`src/rtl/msfc_pkg.sv`:
```
// shared constants, states and helper functions of the serial slave frame checker
package msfc_pkg;
  // function codes and framing characters
  localparam logic [7:0] FN_READ = 8'h03;
  localparam logic [7:0] FN_WRITE1 = 8'h06;
  localparam logic [7:0] FN_WRITEN = 8'h10;
  localparam logic [7:0] CH_COLON = 8'h3a;
  localparam logic [7:0] CH_CR = 8'h0d;
  localparam logic [7:0] CH_LF = 8'h0a;
  localparam logic [7:0] BCAST_ADDR = 8'h00;
  // check field constants
  localparam logic [15:0] CRC_PRESET = 16'hffff;
  localparam logic [15:0] CRC_POLY = 16'ha001;
  localparam logic [15:0] CRC_RESIDUE = 16'h0000;
  localparam logic [7:0] LRC_RESIDUE = 8'h00;
  // byte offsets inside a received frame
  localparam logic [5:0] OFS_ADDR = 6'h00;
  localparam logic [5:0] OFS_FN = 6'h01;
  localparam logic [5:0] OFS_REG = 6'h02;
  localparam logic [5:0] OFS_CNT = 6'h04;
  localparam logic [5:0] OFS_BCNT = 6'h06;
  localparam logic [5:0] OFS_DATA = 6'h07;
  localparam logic [5:0] OFS_RDATA = 6'h03;
  localparam logic [5:0] SHORT_LEN = 6'h06;
  localparam logic [5:0] LEN_MAX = 6'h3f;
  // sizes
  localparam int MAX_WORDS = 20;
  localparam int BUF_BYTES = 64;
  localparam int FIFO_DEPTH = 16;
  localparam int CHAR_W = 8;
  // timing: idle gap that delimits a binary frame
  localparam int CLK_HZ = 100_000_000;
  localparam int RTU_GAP_MS = 10;
  localparam int RTU_GAP_CYCLES = RTU_GAP_MS * (CLK_HZ / 1000);

  // frame handler states, gray along receive, write, reply
  typedef enum logic [3:0] {
    ST_IDLE = 4'h0,
    ST_RECV = 4'h1,
    ST_CHECK = 4'h3,
    ST_WRITE = 4'h2,
    ST_COLON = 4'h6,
    ST_BODY = 4'h7,
    ST_CHK = 4'h5,
    ST_CR = 4'h4,
    ST_LF = 4'hc
  } msfc_state_t;

  // one byte through the crc: xor into low byte, then eight shift steps
  function automatic logic [15:0] crc_step(input logic [15:0] crc, input logic [7:0] b);
    logic [15:0] c;
    c = crc ^ {8'h00, b};
    for (int j = 0; j < 8; j++)
    begin
      c = c[0] ? ((c >> 1) ^ CRC_POLY) : (c >> 1);
    end
    return c;
  endfunction : crc_step

  // nibble to ascii hex character
  function automatic logic [7:0] hex_char(input logic [3:0] n);
    return (n < 4'ha) ? (8'h30 + {4'h0, n}) : (8'h37 + {4'h0, n});
  endfunction : hex_char

  // ascii hex character to {valid, nibble}
  function automatic logic [4:0] hex_val(input logic [7:0] c);
    logic [4:0] r;
    r = 5'h00;
    if (c >= 8'h30 && c <= 8'h39)
    begin
      r = {1'b1, c[3:0]};
    end
    else if ((c >= 8'h41 && c <= 8'h46) || (c >= 8'h61 && c <= 8'h66))
    begin
      r = {1'b1, c[3:0] + 4'h9};
    end
    return r;
  endfunction : hex_val
endpackage : msfc_pkg

```
`src/rtl/msfc_stream_if.sv`:
```
// valid/ready character stream between the frame handler and its fifo
`timescale 1ns/10ps
interface msfc_stream_if #(parameter int W = 8) ();
  logic [W-1:0] data;
  logic valid;
  logic ready;
  modport src (output data, output valid, input ready);
  modport snk (input data, input valid, output ready);
endinterface : msfc_stream_if

```
`src/rtl/msfc_fifo.sv`:
```
// synchronous fifo with valid/ready on both sides
`timescale 1ns/10ps
module msfc_fifo
  import msfc_pkg::*;
#(
  parameter int W = CHAR_W,
  parameter int DEPTH = FIFO_DEPTH
)
(
  input wire logic sys_clk,
  input wire logic rst,
  msfc_stream_if.snk push_if,
  msfc_stream_if.src pop_if
);
  localparam int AW = $clog2(DEPTH);

  logic [W-1:0] mem_q [DEPTH];
  logic [W-1:0] mem_d [DEPTH];
  logic [AW-1:0] wptr_q, wptr_d, rptr_q, rptr_d;
  logic [AW:0] cnt_q, cnt_d;
  logic do_push, do_pop;

  // handshakes and honest flags
  assign push_if.ready = (cnt_q != (AW+1)'(DEPTH));
  assign pop_if.valid = (cnt_q != '0);
  assign pop_if.data = mem_q[rptr_q];
  assign do_push = push_if.valid && push_if.ready;
  assign do_pop = pop_if.valid && pop_if.ready;

  // pointer and storage next values
  always_comb
  begin
    mem_d = mem_q;
    wptr_d = wptr_q;
    rptr_d = rptr_q;
    cnt_d = cnt_q;
    if (do_push)
    begin
      mem_d[wptr_q] = push_if.data;
      wptr_d = (wptr_q == AW'(DEPTH - 1)) ? '0 : wptr_q + 1'b1;
    end
    if (do_pop)
    begin
      rptr_d = (rptr_q == AW'(DEPTH - 1)) ? '0 : rptr_q + 1'b1;
    end
    cnt_d = cnt_q + (AW+1)'(do_push) - (AW+1)'(do_pop);
  end

  // registers
  always_ff @(posedge sys_clk or posedge rst)
  begin
    if (rst)
    begin
      wptr_q <= '0;
      rptr_q <= '0;
      cnt_q <= '0;
      for (int i = 0; i < DEPTH; i++)
      begin
        mem_q[i] <= '0;
      end
    end
    else
    begin
      wptr_q <= wptr_d;
      rptr_q <= rptr_d;
      cnt_q <= cnt_d;
      mem_q <= mem_d;
    end
  end
endmodule : msfc_fifo

```
`src/rtl/msfc_top.sv`:
```
// serial slave frame checker: parses, checks, executes and answers register frames
//
// Contract
// - read request answered with address, function, byte count twice words, words high first, check.
// - function 06 writes one 16-bit value to one register, both high byte first.
// - single write answered with an exact echo of the command.
// - function 10 carries start, word count, byte count, data; words stored consecutively.
// - at most 20 data words in one multi-register write.
// - ascii check sums every byte from address to last data byte modulo 256.
// - sent ascii check is the two's complement of that sum, in hex.
// - binary crc accumulator preset to all ones before the first byte.
// - each byte is xored into the accumulator low byte before shifting.
// - shift right with zero fill; xor a001 when a one drops out.
// - exactly eight shift steps per byte.
// - repeat for every byte; final accumulator is the crc.
// - crc sent low byte first, then high byte.
// - ascii fields carried as two hex characters, high nibble first.
// - ascii frame starts with colon, ends with carriage return then line feed.
// - binary frame delimited by an idle line longer than 10 ms.
// - address 00 is a broadcast that every unit accepts; here a read (function 03) sent to 00 is dropped unanswered.
`timescale 1ns/10ps
module msfc_top
  import msfc_pkg::*;
#(
  parameter int GAP_CYCLES = RTU_GAP_CYCLES,
  parameter int MAX_W = MAX_WORDS,
  parameter int TX_DEPTH = FIFO_DEPTH
)
(
  input wire logic sys_clk,
  input wire logic rst,
  input wire logic rx_valid,
  input wire logic [7:0] rx_char,
  input wire logic ascii_mode,
  input wire logic [7:0] unit_addr,
  output logic [7:0] tx_char,
  output logic tx_valid,
  input wire logic tx_ready,
  output logic [15:0] reg_rd_addr,
  input wire logic [15:0] reg_rd_data,
  output logic reg_wr_en,
  output logic [15:0] reg_wr_addr,
  output logic [15:0] reg_wr_data
);
  localparam int GW = $clog2(GAP_CYCLES + 1);

  msfc_state_t state_q, state_d;
  logic [7:0] buf_q [BUF_BYTES];
  logic [7:0] buf_d [BUF_BYTES];
  logic [5:0] len_q, len_d, idx_q, idx_d;
  logic [4:0] wi_q, wi_d;
  logic [3:0] hi_q, hi_d;
  logic nib_q, nib_d, cr_q, cr_d;
  logic [7:0] lrc_q, lrc_d;
  logic [15:0] crc_q, crc_d;
  logic [GW-1:0] idle_q, idle_d;
  logic wr_en_q, wr_en_d;
  logic [15:0] wr_addr_q, wr_addr_d, wr_data_q, wr_data_d;
  logic ascii_m_q, ascii_q;
  logic [7:0] addr_m_q, addr_q;
  logic gap_ok, chk_ok, bcast, wc_ok, frame_ok, wlast, push_ok;
  logic [4:0] hv;
  logic [7:0] f_addr, f_fn, f_bcnt, body, chk_byte;
  logic [15:0] f_reg, f_cnt;
  logic [5:0] plen, body_last, rw;
  logic [7:0] push_char;
  logic push;

  msfc_stream_if #(.W(CHAR_W)) tx_in ();
  msfc_stream_if #(.W(CHAR_W)) tx_out ();

  // reply characters wait here until the line transmitter takes them
  msfc_fifo #(.W(CHAR_W), .DEPTH(TX_DEPTH)) u_tx_fifo (
    .sys_clk(sys_clk),
    .rst(rst),
    .push_if(tx_in),
    .pop_if(tx_out)
  );

  assign tx_in.data = push_char;
  assign tx_in.valid = push;
  assign push_ok = tx_in.ready;
  assign tx_char = tx_out.data;
  assign tx_valid = tx_out.valid;
  assign tx_out.ready = tx_ready;
  assign reg_wr_en = wr_en_q;
  assign reg_wr_addr = wr_addr_q;
  assign reg_wr_data = wr_data_q;

  // fields of the frame held in the buffer
  assign f_addr = buf_q[OFS_ADDR];
  assign f_fn = buf_q[OFS_FN];
  assign f_reg = {buf_q[OFS_REG], buf_q[OFS_REG + 6'h01]};
  assign f_cnt = {buf_q[OFS_CNT], buf_q[OFS_CNT + 6'h01]};
  assign f_bcnt = buf_q[OFS_BCNT];
  assign hv = hex_val(rx_char);

  // frame acceptance
  assign gap_ok = (idle_q == GW'(GAP_CYCLES));
  assign chk_ok = ascii_q ? (lrc_q == LRC_RESIDUE) : (crc_q == CRC_RESIDUE);
  assign plen = len_q - (ascii_q ? 6'h01 : 6'h02);
  assign bcast = (f_addr == BCAST_ADDR);
  assign wc_ok = (f_cnt != 16'h0000) && (f_cnt <= 16'(MAX_W));
  always_comb
  begin
    frame_ok = 1'b0;
    if (chk_ok && (bcast || f_addr == addr_q))
    begin
      case (f_fn)
        FN_READ: frame_ok = (plen == SHORT_LEN) && wc_ok && !bcast;
        FN_WRITE1: frame_ok = (plen == SHORT_LEN);
        FN_WRITEN: frame_ok = wc_ok && (f_bcnt == {f_cnt[6:0], 1'b0})
                              && ({2'b00, plen} == OFS_DATA + f_bcnt);
        default: frame_ok = 1'b0;
      endcase
    end
  end

  // reply byte for the current body index
  assign rw = (idx_q - OFS_RDATA) >> 1;
  assign reg_rd_addr = f_reg + {11'h000, rw[4:0]};
  assign chk_byte = ascii_q ? (8'h00 - lrc_q) : (nib_q ? crc_q[15:8] : crc_q[7:0]);
  always_comb
  begin
    body = buf_q[idx_q];
    body_last = OFS_CNT + 6'h01;
    if (f_fn == FN_READ)
    begin
      body_last = 6'({f_cnt[4:0], 1'b0}) + 6'h02;
      if (idx_q == OFS_REG)
      begin
        body = {f_cnt[6:0], 1'b0};
      end
      else if (idx_q >= OFS_RDATA)
      begin
        body = idx_q[0] ? reg_rd_data[15:8] : reg_rd_data[7:0];
      end
    end
  end

  // last word of the write phase
  assign wlast = (f_fn == FN_WRITE1) || ({11'h000, wi_q} + 16'h0001 == f_cnt);

  // line idle counter, saturating at the gap length
  assign idle_d = rx_valid ? '0 : (gap_ok ? idle_q : idle_q + 1'b1);

  // frame handler next state
  always_comb
  begin
    state_d = state_q;
    buf_d = buf_q;
    len_d = len_q;
    idx_d = idx_q;
    wi_d = wi_q;
    hi_d = hi_q;
    nib_d = nib_q;
    cr_d = cr_q;
    lrc_d = lrc_q;
    crc_d = crc_q;
    wr_en_d = 1'b0;
    wr_addr_d = wr_addr_q;
    wr_data_d = wr_data_q;
    push = 1'b0;
    push_char = 8'h00;
    case (state_q)
      ST_IDLE:
      begin
        if (rx_valid && ascii_q && rx_char == CH_COLON)
        begin
          state_d = ST_RECV;
          len_d = '0;
          nib_d = 1'b0;
          cr_d = 1'b0;
          lrc_d = 8'h00;
        end
        else if (rx_valid && !ascii_q && gap_ok)
        begin
          state_d = ST_RECV;
          buf_d[0] = rx_char;
          len_d = 6'h01;
          crc_d = crc_step(CRC_PRESET, rx_char);
        end
      end
      ST_RECV:
      begin
        if (ascii_q && rx_valid)
        begin
          if (rx_char == CH_COLON)
          begin
            len_d = '0;
            nib_d = 1'b0;
            cr_d = 1'b0;
            lrc_d = 8'h00;
          end
          else if (cr_q)
          begin
            state_d = (rx_char == CH_LF) ? ST_CHECK : ST_IDLE;
          end
          else if (rx_char == CH_CR)
          begin
            cr_d = 1'b1;
            state_d = nib_q ? ST_IDLE : ST_RECV;
          end
          else if (!hv[4] || len_q == LEN_MAX)
          begin
            state_d = ST_IDLE;
          end
          else if (!nib_q)
          begin
            hi_d = hv[3:0];
            nib_d = 1'b1;
          end
          else
          begin
            buf_d[len_q] = {hi_q, hv[3:0]};
            len_d = len_q + 6'h01;
            lrc_d = lrc_q + {hi_q, hv[3:0]};
            nib_d = 1'b0;
          end
        end
        else if (!ascii_q && rx_valid)
        begin
          if (len_q == LEN_MAX)
          begin
            state_d = ST_IDLE;
          end
          else
          begin
            buf_d[len_q] = rx_char;
            len_d = len_q + 6'h01;
            crc_d = crc_step(crc_q, rx_char);
          end
        end
        else if (!ascii_q && gap_ok)
        begin
          state_d = ST_CHECK;
        end
      end
      ST_CHECK:
      begin
        idx_d = '0;
        wi_d = '0;
        nib_d = 1'b0;
        lrc_d = 8'h00;
        crc_d = CRC_PRESET;
        if (!frame_ok)
        begin
          state_d = ST_IDLE;
        end
        else if (f_fn == FN_READ)
        begin
          state_d = ascii_q ? ST_COLON : ST_BODY;
        end
        else
        begin
          state_d = ST_WRITE;
        end
      end
      ST_WRITE:
      begin
        wr_en_d = 1'b1;
        wr_addr_d = f_reg + {11'h000, wi_q};
        if (f_fn == FN_WRITE1)
        begin
          wr_data_d = {buf_q[OFS_CNT], buf_q[OFS_CNT + 6'h01]};
        end
        else
        begin
          wr_data_d = {buf_q[OFS_DATA + {wi_q, 1'b0}], buf_q[OFS_DATA + {wi_q, 1'b0} + 6'h01]};
        end
        wi_d = wi_q + 5'h01;
        if (wlast)
        begin
          state_d = bcast ? ST_IDLE : (ascii_q ? ST_COLON : ST_BODY);
        end
      end
      ST_COLON:
      begin
        push = 1'b1;
        push_char = CH_COLON;
        if (push_ok)
        begin
          state_d = ST_BODY;
        end
      end
      ST_BODY:
      begin
        push = 1'b1;
        push_char = ascii_q ? hex_char(nib_q ? body[3:0] : body[7:4]) : body;
        if (push_ok && ascii_q && !nib_q)
        begin
          nib_d = 1'b1;
        end
        else if (push_ok)
        begin
          nib_d = 1'b0;
          lrc_d = lrc_q + body;
          crc_d = crc_step(crc_q, body);
          idx_d = idx_q + 6'h01;
          state_d = (idx_q == body_last) ? ST_CHK : ST_BODY;
        end
      end
      ST_CHK:
      begin
        push = 1'b1;
        push_char = ascii_q ? hex_char(nib_q ? chk_byte[3:0] : chk_byte[7:4]) : chk_byte;
        if (push_ok)
        begin
          nib_d = !nib_q;
          if (nib_q)
          begin
            state_d = ascii_q ? ST_CR : ST_IDLE;
          end
        end
      end
      ST_CR:
      begin
        push = 1'b1;
        push_char = CH_CR;
        state_d = push_ok ? ST_LF : ST_CR;
      end
      ST_LF:
      begin
        push = 1'b1;
        push_char = CH_LF;
        state_d = push_ok ? ST_IDLE : ST_LF;
      end
      default: state_d = ST_IDLE;
    endcase
  end

  // registers of the frame handler and the pin synchronisers
  always_ff @(posedge sys_clk or posedge rst)
  begin
    if (rst)
    begin
      state_q <= ST_IDLE;
      len_q <= '0;
      idx_q <= '0;
      wi_q <= '0;
      hi_q <= '0;
      nib_q <= 1'b0;
      cr_q <= 1'b0;
      lrc_q <= 8'h00;
      crc_q <= CRC_PRESET;
      idle_q <= '0;
      wr_en_q <= 1'b0;
      wr_addr_q <= 16'h0000;
      wr_data_q <= 16'h0000;
      ascii_m_q <= 1'b0;
      ascii_q <= 1'b0;
      addr_m_q <= 8'h00;
      addr_q <= 8'h00;
      for (int i = 0; i < BUF_BYTES; i++)
      begin
        buf_q[i] <= 8'h00;
      end
    end
    else
    begin
      state_q <= state_d;
      len_q <= len_d;
      idx_q <= idx_d;
      wi_q <= wi_d;
      hi_q <= hi_d;
      nib_q <= nib_d;
      cr_q <= cr_d;
      lrc_q <= lrc_d;
      crc_q <= crc_d;
      idle_q <= idle_d;
      wr_en_q <= wr_en_d;
      wr_addr_q <= wr_addr_d;
      wr_data_q <= wr_data_d;
      ascii_m_q <= ascii_mode;
      ascii_q <= ascii_m_q;
      addr_m_q <= unit_addr;
      addr_q <= addr_m_q;
      buf_q <= buf_d;
    end
  end
endmodule : msfc_top

```
`config.mk`:
```
export PLATFORM = sky130hd
export DESIGN_NAME = msfc_top
export DESIGN_NICKNAME = d
export VERILOG_FILES = /design/src/rtl/msfc_pkg.sv /design/src/rtl/msfc_stream_if.sv /design/src/rtl/msfc_fifo.sv /design/src/rtl/msfc_top.sv
export SDC_FILE = /design/constraint.sdc
export NUM_CORES = 2
export LEC_CHECK = 0
export ABC_AREA = 1
export BUFFER_PORTS_ARGS = -buffer_cell sky130_fd_sc_hd__buf_2
export CAP_MARGIN = 15
export CORE_MARGIN = 2
export CORE_UTILIZATION = 40
export CTS_BUF_LIST = sky130_fd_sc_hd__clkbuf_8 sky130_fd_sc_hd__clkbuf_16
export DETAILED_ROUTE_END_ITERATION = 10
export GPL_ROUTABILITY_DRIVEN = 0
export PLACE_DENSITY = 0.54
export SYNTH_ARGS = -nofsm -noshare
export SYNTH_HDL_FRONTEND = slang
export SYNTH_SLANG_ARGS = --single-unit
```
`constraint.sdc`:
```
create_clock -name sys_clk -period 40.3 [get_ports sys_clk]
set_clock_uncertainty 0.1 [all_clocks]
set_input_delay 10.075 -clock sys_clk [delete_from_list [all_inputs] [get_ports sys_clk]]
set_output_delay 10.075 -clock sys_clk [all_outputs]
set_load 0.02 [all_outputs]
```
Word-level counts from Yosys, hierarchy flattened
Index checks and enable logic that the tools add are counted.
{"block": "op_classes", "add_sub_neg": 25, "mul": 0, "div_mod_pow": 0, "magnitude_cmp": 18, "n_eq_ne": 66, "shift": 0, "mux": 157, "n_bitwise": 38, "n_reduce_logical": 51}
{"cell": "two-way mux 512 bit", "count": 8}
{"cell": "bitwise mux 512 bit", "count": 2}
{"cell": "two-way mux 16 bit", "count": 32}
{"cell": "two-way mux 8 bit", "count": 29}
{"cell": "binary-select mux 8 bit (select 6 bit)", "count": 3}
{"cell": "bitwise mux 128 bit", "count": 1}
{"cell": "two-way mux 4 bit", "count": 22}
{"cell": "two-way mux 6 bit", "count": 13}
{"cell": "inverter 2 -> 3 bit", "count": 24}
{"cell": "case mux 16 bit (4 select lines)", "count": 1}
{"cell": "demux 8 bit (select 6 bit)", "count": 1}
{"cell": "two-way mux 20 bit", "count": 2}
{"cell": "inequality test 2 bit, second input constant", "count": 20}
{"cell": "case mux 8 bit (5 select lines)", "count": 1}
{"cell": "inequality test 3 bit, second input constant", "count": 13}
{"cell": "case mux 4 bit (9 select lines)", "count": 1}
{"cell": "adder 16 x 5 -> 16 bit", "count": 2}
{"cell": "binary-select mux 8 bit (select 4 bit)", "count": 1}
{"cell": "demux 8 bit (select 4 bit)", "count": 1}
{"cell": "case mux 8 bit (4 select lines)", "count": 1}
{"cell": "AND reduction 8 bit", "count": 4}
{"cell": "bitwise XOR 16 x 8 -> 16 bit", "count": 2}
{"cell": "adder 6 x 4 -> 7 bit, first input constant", "count": 4}
{"cell": "greater-or-equal comparator 7 bit, second input constant", "count": 4}
{"cell": "other kinds (75)", "count": 163}
{"block": "totals", "ff_bits": 775, "latch_bits": 0, "ram_bits": 0, "mem_bits_ro": 0, "input_bits": 37, "output_inout_bits": 58, "elab_cells": 455, "memories": 0}

Depth between registers and ports, before layout
{"block": "depth", "word_depth": 27, "mapped_depth": 34, "ltp_nobuf": 31}

Cells and area by module
From an unflattened synthesis, not the netlist that was laid out.
{"block": "hier_totals", "hier_cells": 6250, "area_unflattened_um2": 45922.8}
{"mod": "msfc_top", "instances": 1, "cells_each": 5329, "area_per_inst_um2": 38758.4, "seq_area_each_um2": 15885.2}
{"mod": "msfc_fifo", "instances": 1, "cells_each": 921, "area_per_inst_um2": 7164.4, "seq_area_each_um2": 3528.4}

Least setup slack after synthesis
Ideal clock, no wire load.
{"block": "synth_path", "path_kind": "input-to-reg", "startpoint": "input port rx_char[2]", "endpoint": "register lrc_q[7]", "setup_time_ns": 0.083, "arrival_time_ns": 12.992, "t_required_ns": 40.117, "slack_ns": 27.125, "stages": 25, "path_buffers": 1, "cell_sequence": "clkbuf_1 inv_1 ha_1 inv_1 o211ai_1 a21oi_1 inv_1 nand2_1 xor2_1 nor2_1 ha_1 nand2_1 nor2_1 a211oi_1 nor2_1 nor2_1 o21ai_0 inv_1 nor2_1 o21ai_0 nand2_1 xor2_1 o21ai_0 nand2_1 o21ai_0"}
{"block": "synth_between", "elab_chain_len": 13, "word_cells_on_any_way": 32, "cone_classes": "2 x add/sub; 6 x order compare; 7 x eq/ne; 9 x mux; 8 x reduce/logical"}
{"element": "start, declared", "line_no": "msfc_top.sv:33", "text": "input wire logic [7:0] rx_char,"}
{"element": "greater-or-equal comparator 8 x 7 -> 1 bit or less-or-equal comparator 8 x 7 -> 1 bit (tied branches)", "line_no": "msfc_pkg.sv:73", "text": "else if ((c >= 8'h41 && c <= 8'h46) || (c >= 8'h61 && c <= 8'h66))"}
{"element": "logical AND 1 bit", "line_no": "msfc_pkg.sv:73"}
{"element": "logical OR 1 bit", "line_no": "msfc_pkg.sv:73"}
{"element": "two-way mux 5 bit", "line_no": "msfc_pkg.sv:73"}
{"element": "two-way mux 5 bit *", "line_no": "msfc_pkg.sv:69", "text": "if (c >= 8'h30 && c <= 8'h39)"}
{"element": "named net hv[2]", "line_no": "msfc_top.sv:62", "text": "logic [4:0] hv;"}
{"element": "adder 8 bit *", "line_no": "msfc_top.sv:217", "text": "lrc_d = lrc_q + {hi_q, hv[3:0]};"}
{"element": "two-way mux 8 bit *", "line_no": "msfc_top.sv:208", "text": "else if (!nib_q)"}
{"element": "two-way mux 8 bit *", "line_no": "msfc_top.sv:204", "text": "else if (!hv[4] || len_q == LEN_MAX)"}
{"element": "two-way mux 8 bit *", "line_no": "msfc_top.sv:199", "text": "else if (rx_char == CH_CR)"}
{"element": "two-way mux 8 bit *", "line_no": "msfc_top.sv:195", "text": "else if (cr_q)"}
{"element": "two-way mux 8 bit *", "line_no": "msfc_top.sv:188", "text": "if (rx_char == CH_COLON)"}
{"element": "two-way mux 8 bit *", "line_no": "msfc_top.sv:186", "text": "if (ascii_q && rx_valid)"}
{"element": "case mux 8 bit (4 select lines) *", "line_no": "msfc_top.sv:165", "text": "case (state_q)"}
{"element": "end signal, assigned", "line_no": "msfc_top.sv:368", "text": "lrc_q <= lrc_d;"}
{"element": "end, declared", "line_no": "msfc_top.sv:54", "text": "logic [7:0] lrc_q, lrc_d;"}
The timed path passes the listed nets; every way through them passes the cells marked *. The select of a mux whose other input is x is not followed.
A chain may end at the register's enable or synchronous reset.

Worst setup path in the final report
{"block": "layout_path", "startpoint": "register idx_q[2]", "endpoint": "output port reg_rd_addr[11]"}
{"block": "layout_between", "elab_chain_len": 2}
{"element": "start, declared", "line_no": "msfc_top.sv:50", "text": "logic [5:0] len_q, len_d, idx_q, idx_d;"}
{"element": "start signal, assigned", "line_no": "msfc_top.sv:363", "text": "idx_q <= idx_d;"}
{"element": "subtractor 6 x 2 -> 6 bit", "line_no": "msfc_top.sv:120", "text": "assign rw = (idx_q - OFS_RDATA) >> 1;"}
{"element": "adder 16 x 5 -> 16 bit", "line_no": "msfc_top.sv:121", "text": "assign reg_rd_addr = f_reg + {11'h000, rw[4:0]};"}
{"element": "end, declared", "line_no": "msfc_top.sv:39", "text": "output logic [15:0] reg_rd_addr,"}
No other way between the ends.

==> run summary <==
Result of the run: complete, no violations
CP Data Arrival Time: 4.89 ns
Largest net degree at the start of global routing: 160
Final worst slack: 25.24 ns
Vias per cell: 5.772
Setup TNS: 0 ns
Hold Path Class: flip-flop to flip-flop
Finish-stage setup viols: 0
Share of post-route cells with drive strength above 1: 7.074%
Final net count: 6,143
Cts hold-fix bufs: 0
Max-cap violations: 0
Mapped Cells: 6,145
Critical Path Sink Type: output port
Critical path peak fanout: 25
Comb pwr share: 46.9%
Leak: 21.92 nW
Initial antenna violation count: 5
Ports placed on the boundary: 95
Met2 Resource Use GR: 44.30%
Initial core utilization: 40.17%
Hold Crit Endpoint: addr_q[0]$_DFF_PP0_
Yosys cell types: 63
Dpl cells: 7,438
Clock Path Buffers: 3
Number of flops mapped to enable cells by yosys: 0
Most used DFF post-synth: dfrtp_1
Slew margin rel.: 16.35%
Worst R2R Path Depth: 33
Switching Fraction: 48.19%
Sw Pwr: 1.725 mW
RSZ-0062 raised after global routing: no
Crit path time final: 15.06 ns
Number of post-CTS setup repair buffers: 0
Worst slack, placed: 25.99 ns
Clock Latency Late Sink: 0.69 ns
Asr flop ratio synth: 100.0%
Final Slew Violations: 0
Final hold vios: 0
Floorplan core area: 112,200 µm²
Routed wire length: 181.2 mm
Busiest grt layer: met1
Pwr Density: 72.33 nW/µm²
Reg-to-Reg End: lrc_q[7]$_DFFE_PP0P_
Clock power frac: 23.8%
Syn_area_per_cell: 7.333 µm²
Clk pin slew, worst setup/hold paths: 0.06 ns
Setup slack, reg-to-reg: 33.81 ns
Sequential share of power: 29.3%
Number of synthesized register bits: 775
Launching point of the worst reg2reg path: idx_q[1]$_DFFE_PP0P_
Hold_sp: addr_m_q[0]$_DFF_PP0_
Final Util: 44.11%
Via count: 43,910
Number of remaining DRC errors: 0
Area Overhead vs Synth: 9.807%
GRT Total Usage: 30.81%
Warnings, synthesis: 0
Die W: 339.6 µm
Die area: 115,400 µm²
Crit Path Category: flip-flop to output port
Hold path depth: 0
Synthesized area: 45,060 µm²
WP data required: 30.13 ns
Worst VDD drop: 0.00005974 V
Met3 Use GR: 6.620%
Global-route wire length before repair: 270.2 mm
Crit path launch type: flip-flop
GRT overflow: 0
Met1 Track Usage GR: 44.37%
Maximum clock rate: 66.39 MHz
Least-Margin Pin Slew: 1.250 ns
DP Wirelength: 121.0 mm
IO Port Bufs: 94
Routed length per instance: 23.82 µm
Final Power: 3.579 mW
Clk Tree Root Cell: clkbuf_16
Antenna Violating Nets Remaining: 0
CTS Sinks: 775
Syn_nets: 6,255
DRT Pass-1 Iters: 7
Row count: 123
Post-synthesis sequential area ratio: 43.08%
Vias in the first global route: 40,570
Final period utilization: 37.37%
Die height: 339.6 µm
Cell Int Power: 1.854 mW
CTS Buf Count: 93
CTS tree: yes
H-tree depth: 3
Post-Layout Cell Count: 7,608
1st-iter DRT viols: 5,276
Post-CTS Resized: 0
layout by cell type, fill, tap and decap left out, types with 22 or more instances in the layout:
cell / count
nand2_1: 1629
o21ai_0: 949
dfrtp_1: 754
inv_1: 523
nor2_1: 421
a21oi_1: 382
nand3_1: 267
o211ai_1: 102
o21ai_1: 100
clkbuf_16: 94
buf_2: 94
buf_4: 74
xor2_1: 70
ha_1: 66
nor3_1: 61
o22ai_1: 56
a221oi_1: 49
nand4_1: 33
xnor2_1: 31
o221ai_1: 23
clkinv_2: 22
sequential cells by signal (all words and copies together) (netlist names), 16 cells and up:
register / flops
buf_q: 488
crc_q: 16
idle_q: 20
reg_wr_addr: 16
reg_wr_data: 16
u_tx_fifo.mem_q: 128
power groups by stage:
stage	combinational, mW	clock, mW	sequential (mW)
global placement	1.62	0	1.06
detailed placement	1.63	0	1.06
global route	1.81	0.894	1.06
floorplan	1.10	0	1.00
finish	1.68	0.851	1.05
CTS	1.63	0.863	1.04
worst max-delay path: stages, from the launching register on:
cell     delay, ns
dfrtp_1       0.64
inv_2         0.19
nor2_2        0.11
buf_4         0.47
inv_1         0.60
nand3_1       0.19
o21ai_0       0.11
ha_1          0.36
a21oi_1       0.09
inv_1         0.06
a31oi_1       0.05
o21ai_0       0.50
nand2_1       0.19
nor2_1        0.20
nand2_1       0.09
xor2_1        0.13
buf_2         0.18
final cells by class:
class / count / area [µm²]
tap: 1500 / 1877
inverter: 542 / 2051
fill: 11450 / 62710
timing repair buffer: 173 / 1126
antenna: 1 / 2.502
multi-input combinational: 4448 / 21960
sequential: 775 / 19430
clock buffer: 109 / 2559
clock inverter: 60 / 476.7
kinds of logic (layout without fill, tap and decap cells):
group,Yosys count,after routing,synth area share (%)
buffers and inverters,922,884,8.430
adder cells (fa/ha/maj),73,73,2.127
other,0,1,0
AO/OA/AOI/OAI,1796,1796,22.20
XOR/XNOR,103,103,2.019
AND/OR/NAND/NOR,2475,2475,22.12
flip-flops,775,775,43.08
multiplexers,1,1,0.02499
layer usage:
| layer | up-vias | share of wire [%] |
|---|---|---|
| li1 | 20280 | - |
| met1 | 20970 | 43 |
| met2 | 2237 | 42 |
| met3 | 418 | 10 |
| met4 | 6 | 4.9 |
| met5 | - | 0.022 |
cell usage after synthesis (all sizes together) (14+ instances only):
cell type	instances	area share (%)
nand2	1649	14
o21ai	1057	12
dfrtp	759	42
inv	527	4.4
nor2	429	3.6
a21oi	385	4.3
nand3	274	3.1
clkbuf	231	1.9
buf	149	2.0
o211ai	102	1.7
xor2	72	1.4
ha	67	1.9
nor3	63	0.71
o22ai	56	0.78
a221oi	49	0.95
nand4	33	0.46
xnor2	31	0.60
o221ai	23	0.45
o311ai	19	0.41
a31oi	18	0.25
a211oi	17	0.28
dfstp	16	0.93
clkinv	15	0.12
o2111ai	15	0.29
a22o	14	0.27
stage by stage:
stage                     instance area (µm²)  hold slack [ns]
after floorplan                         45060           0.2312
after global placement                  46440           0.2333
after detailed placement                46440           0.2371
after CTS                               49480           0.2515
after global routing                    49480           0.2605
final                                   49480           0.2500
worst max path at each step:
stage,startpoint,end,slack (ns),depth (start not counted)
global placement,rst,buf_q[203]$_DFFE_PP0P_,26.02,6
finish,idx_q[2]$_DFFE_PP0P_,reg_rd_addr[11],25.24,16
floorplan,rst,addr_m_q[0]$_DFF_PP0_,8.39,1
detailed placement,rst,buf_q[224]$_DFFE_PP0P_,25.99,6
global route,idx_q[2]$_DFFE_PP0P_,reg_rd_addr[11],24.98,16
CTS,idx_q[2]$_DFFE_PP0P_,reg_rd_addr[11],25.44,16
Power figures use the tool's default switching activity.
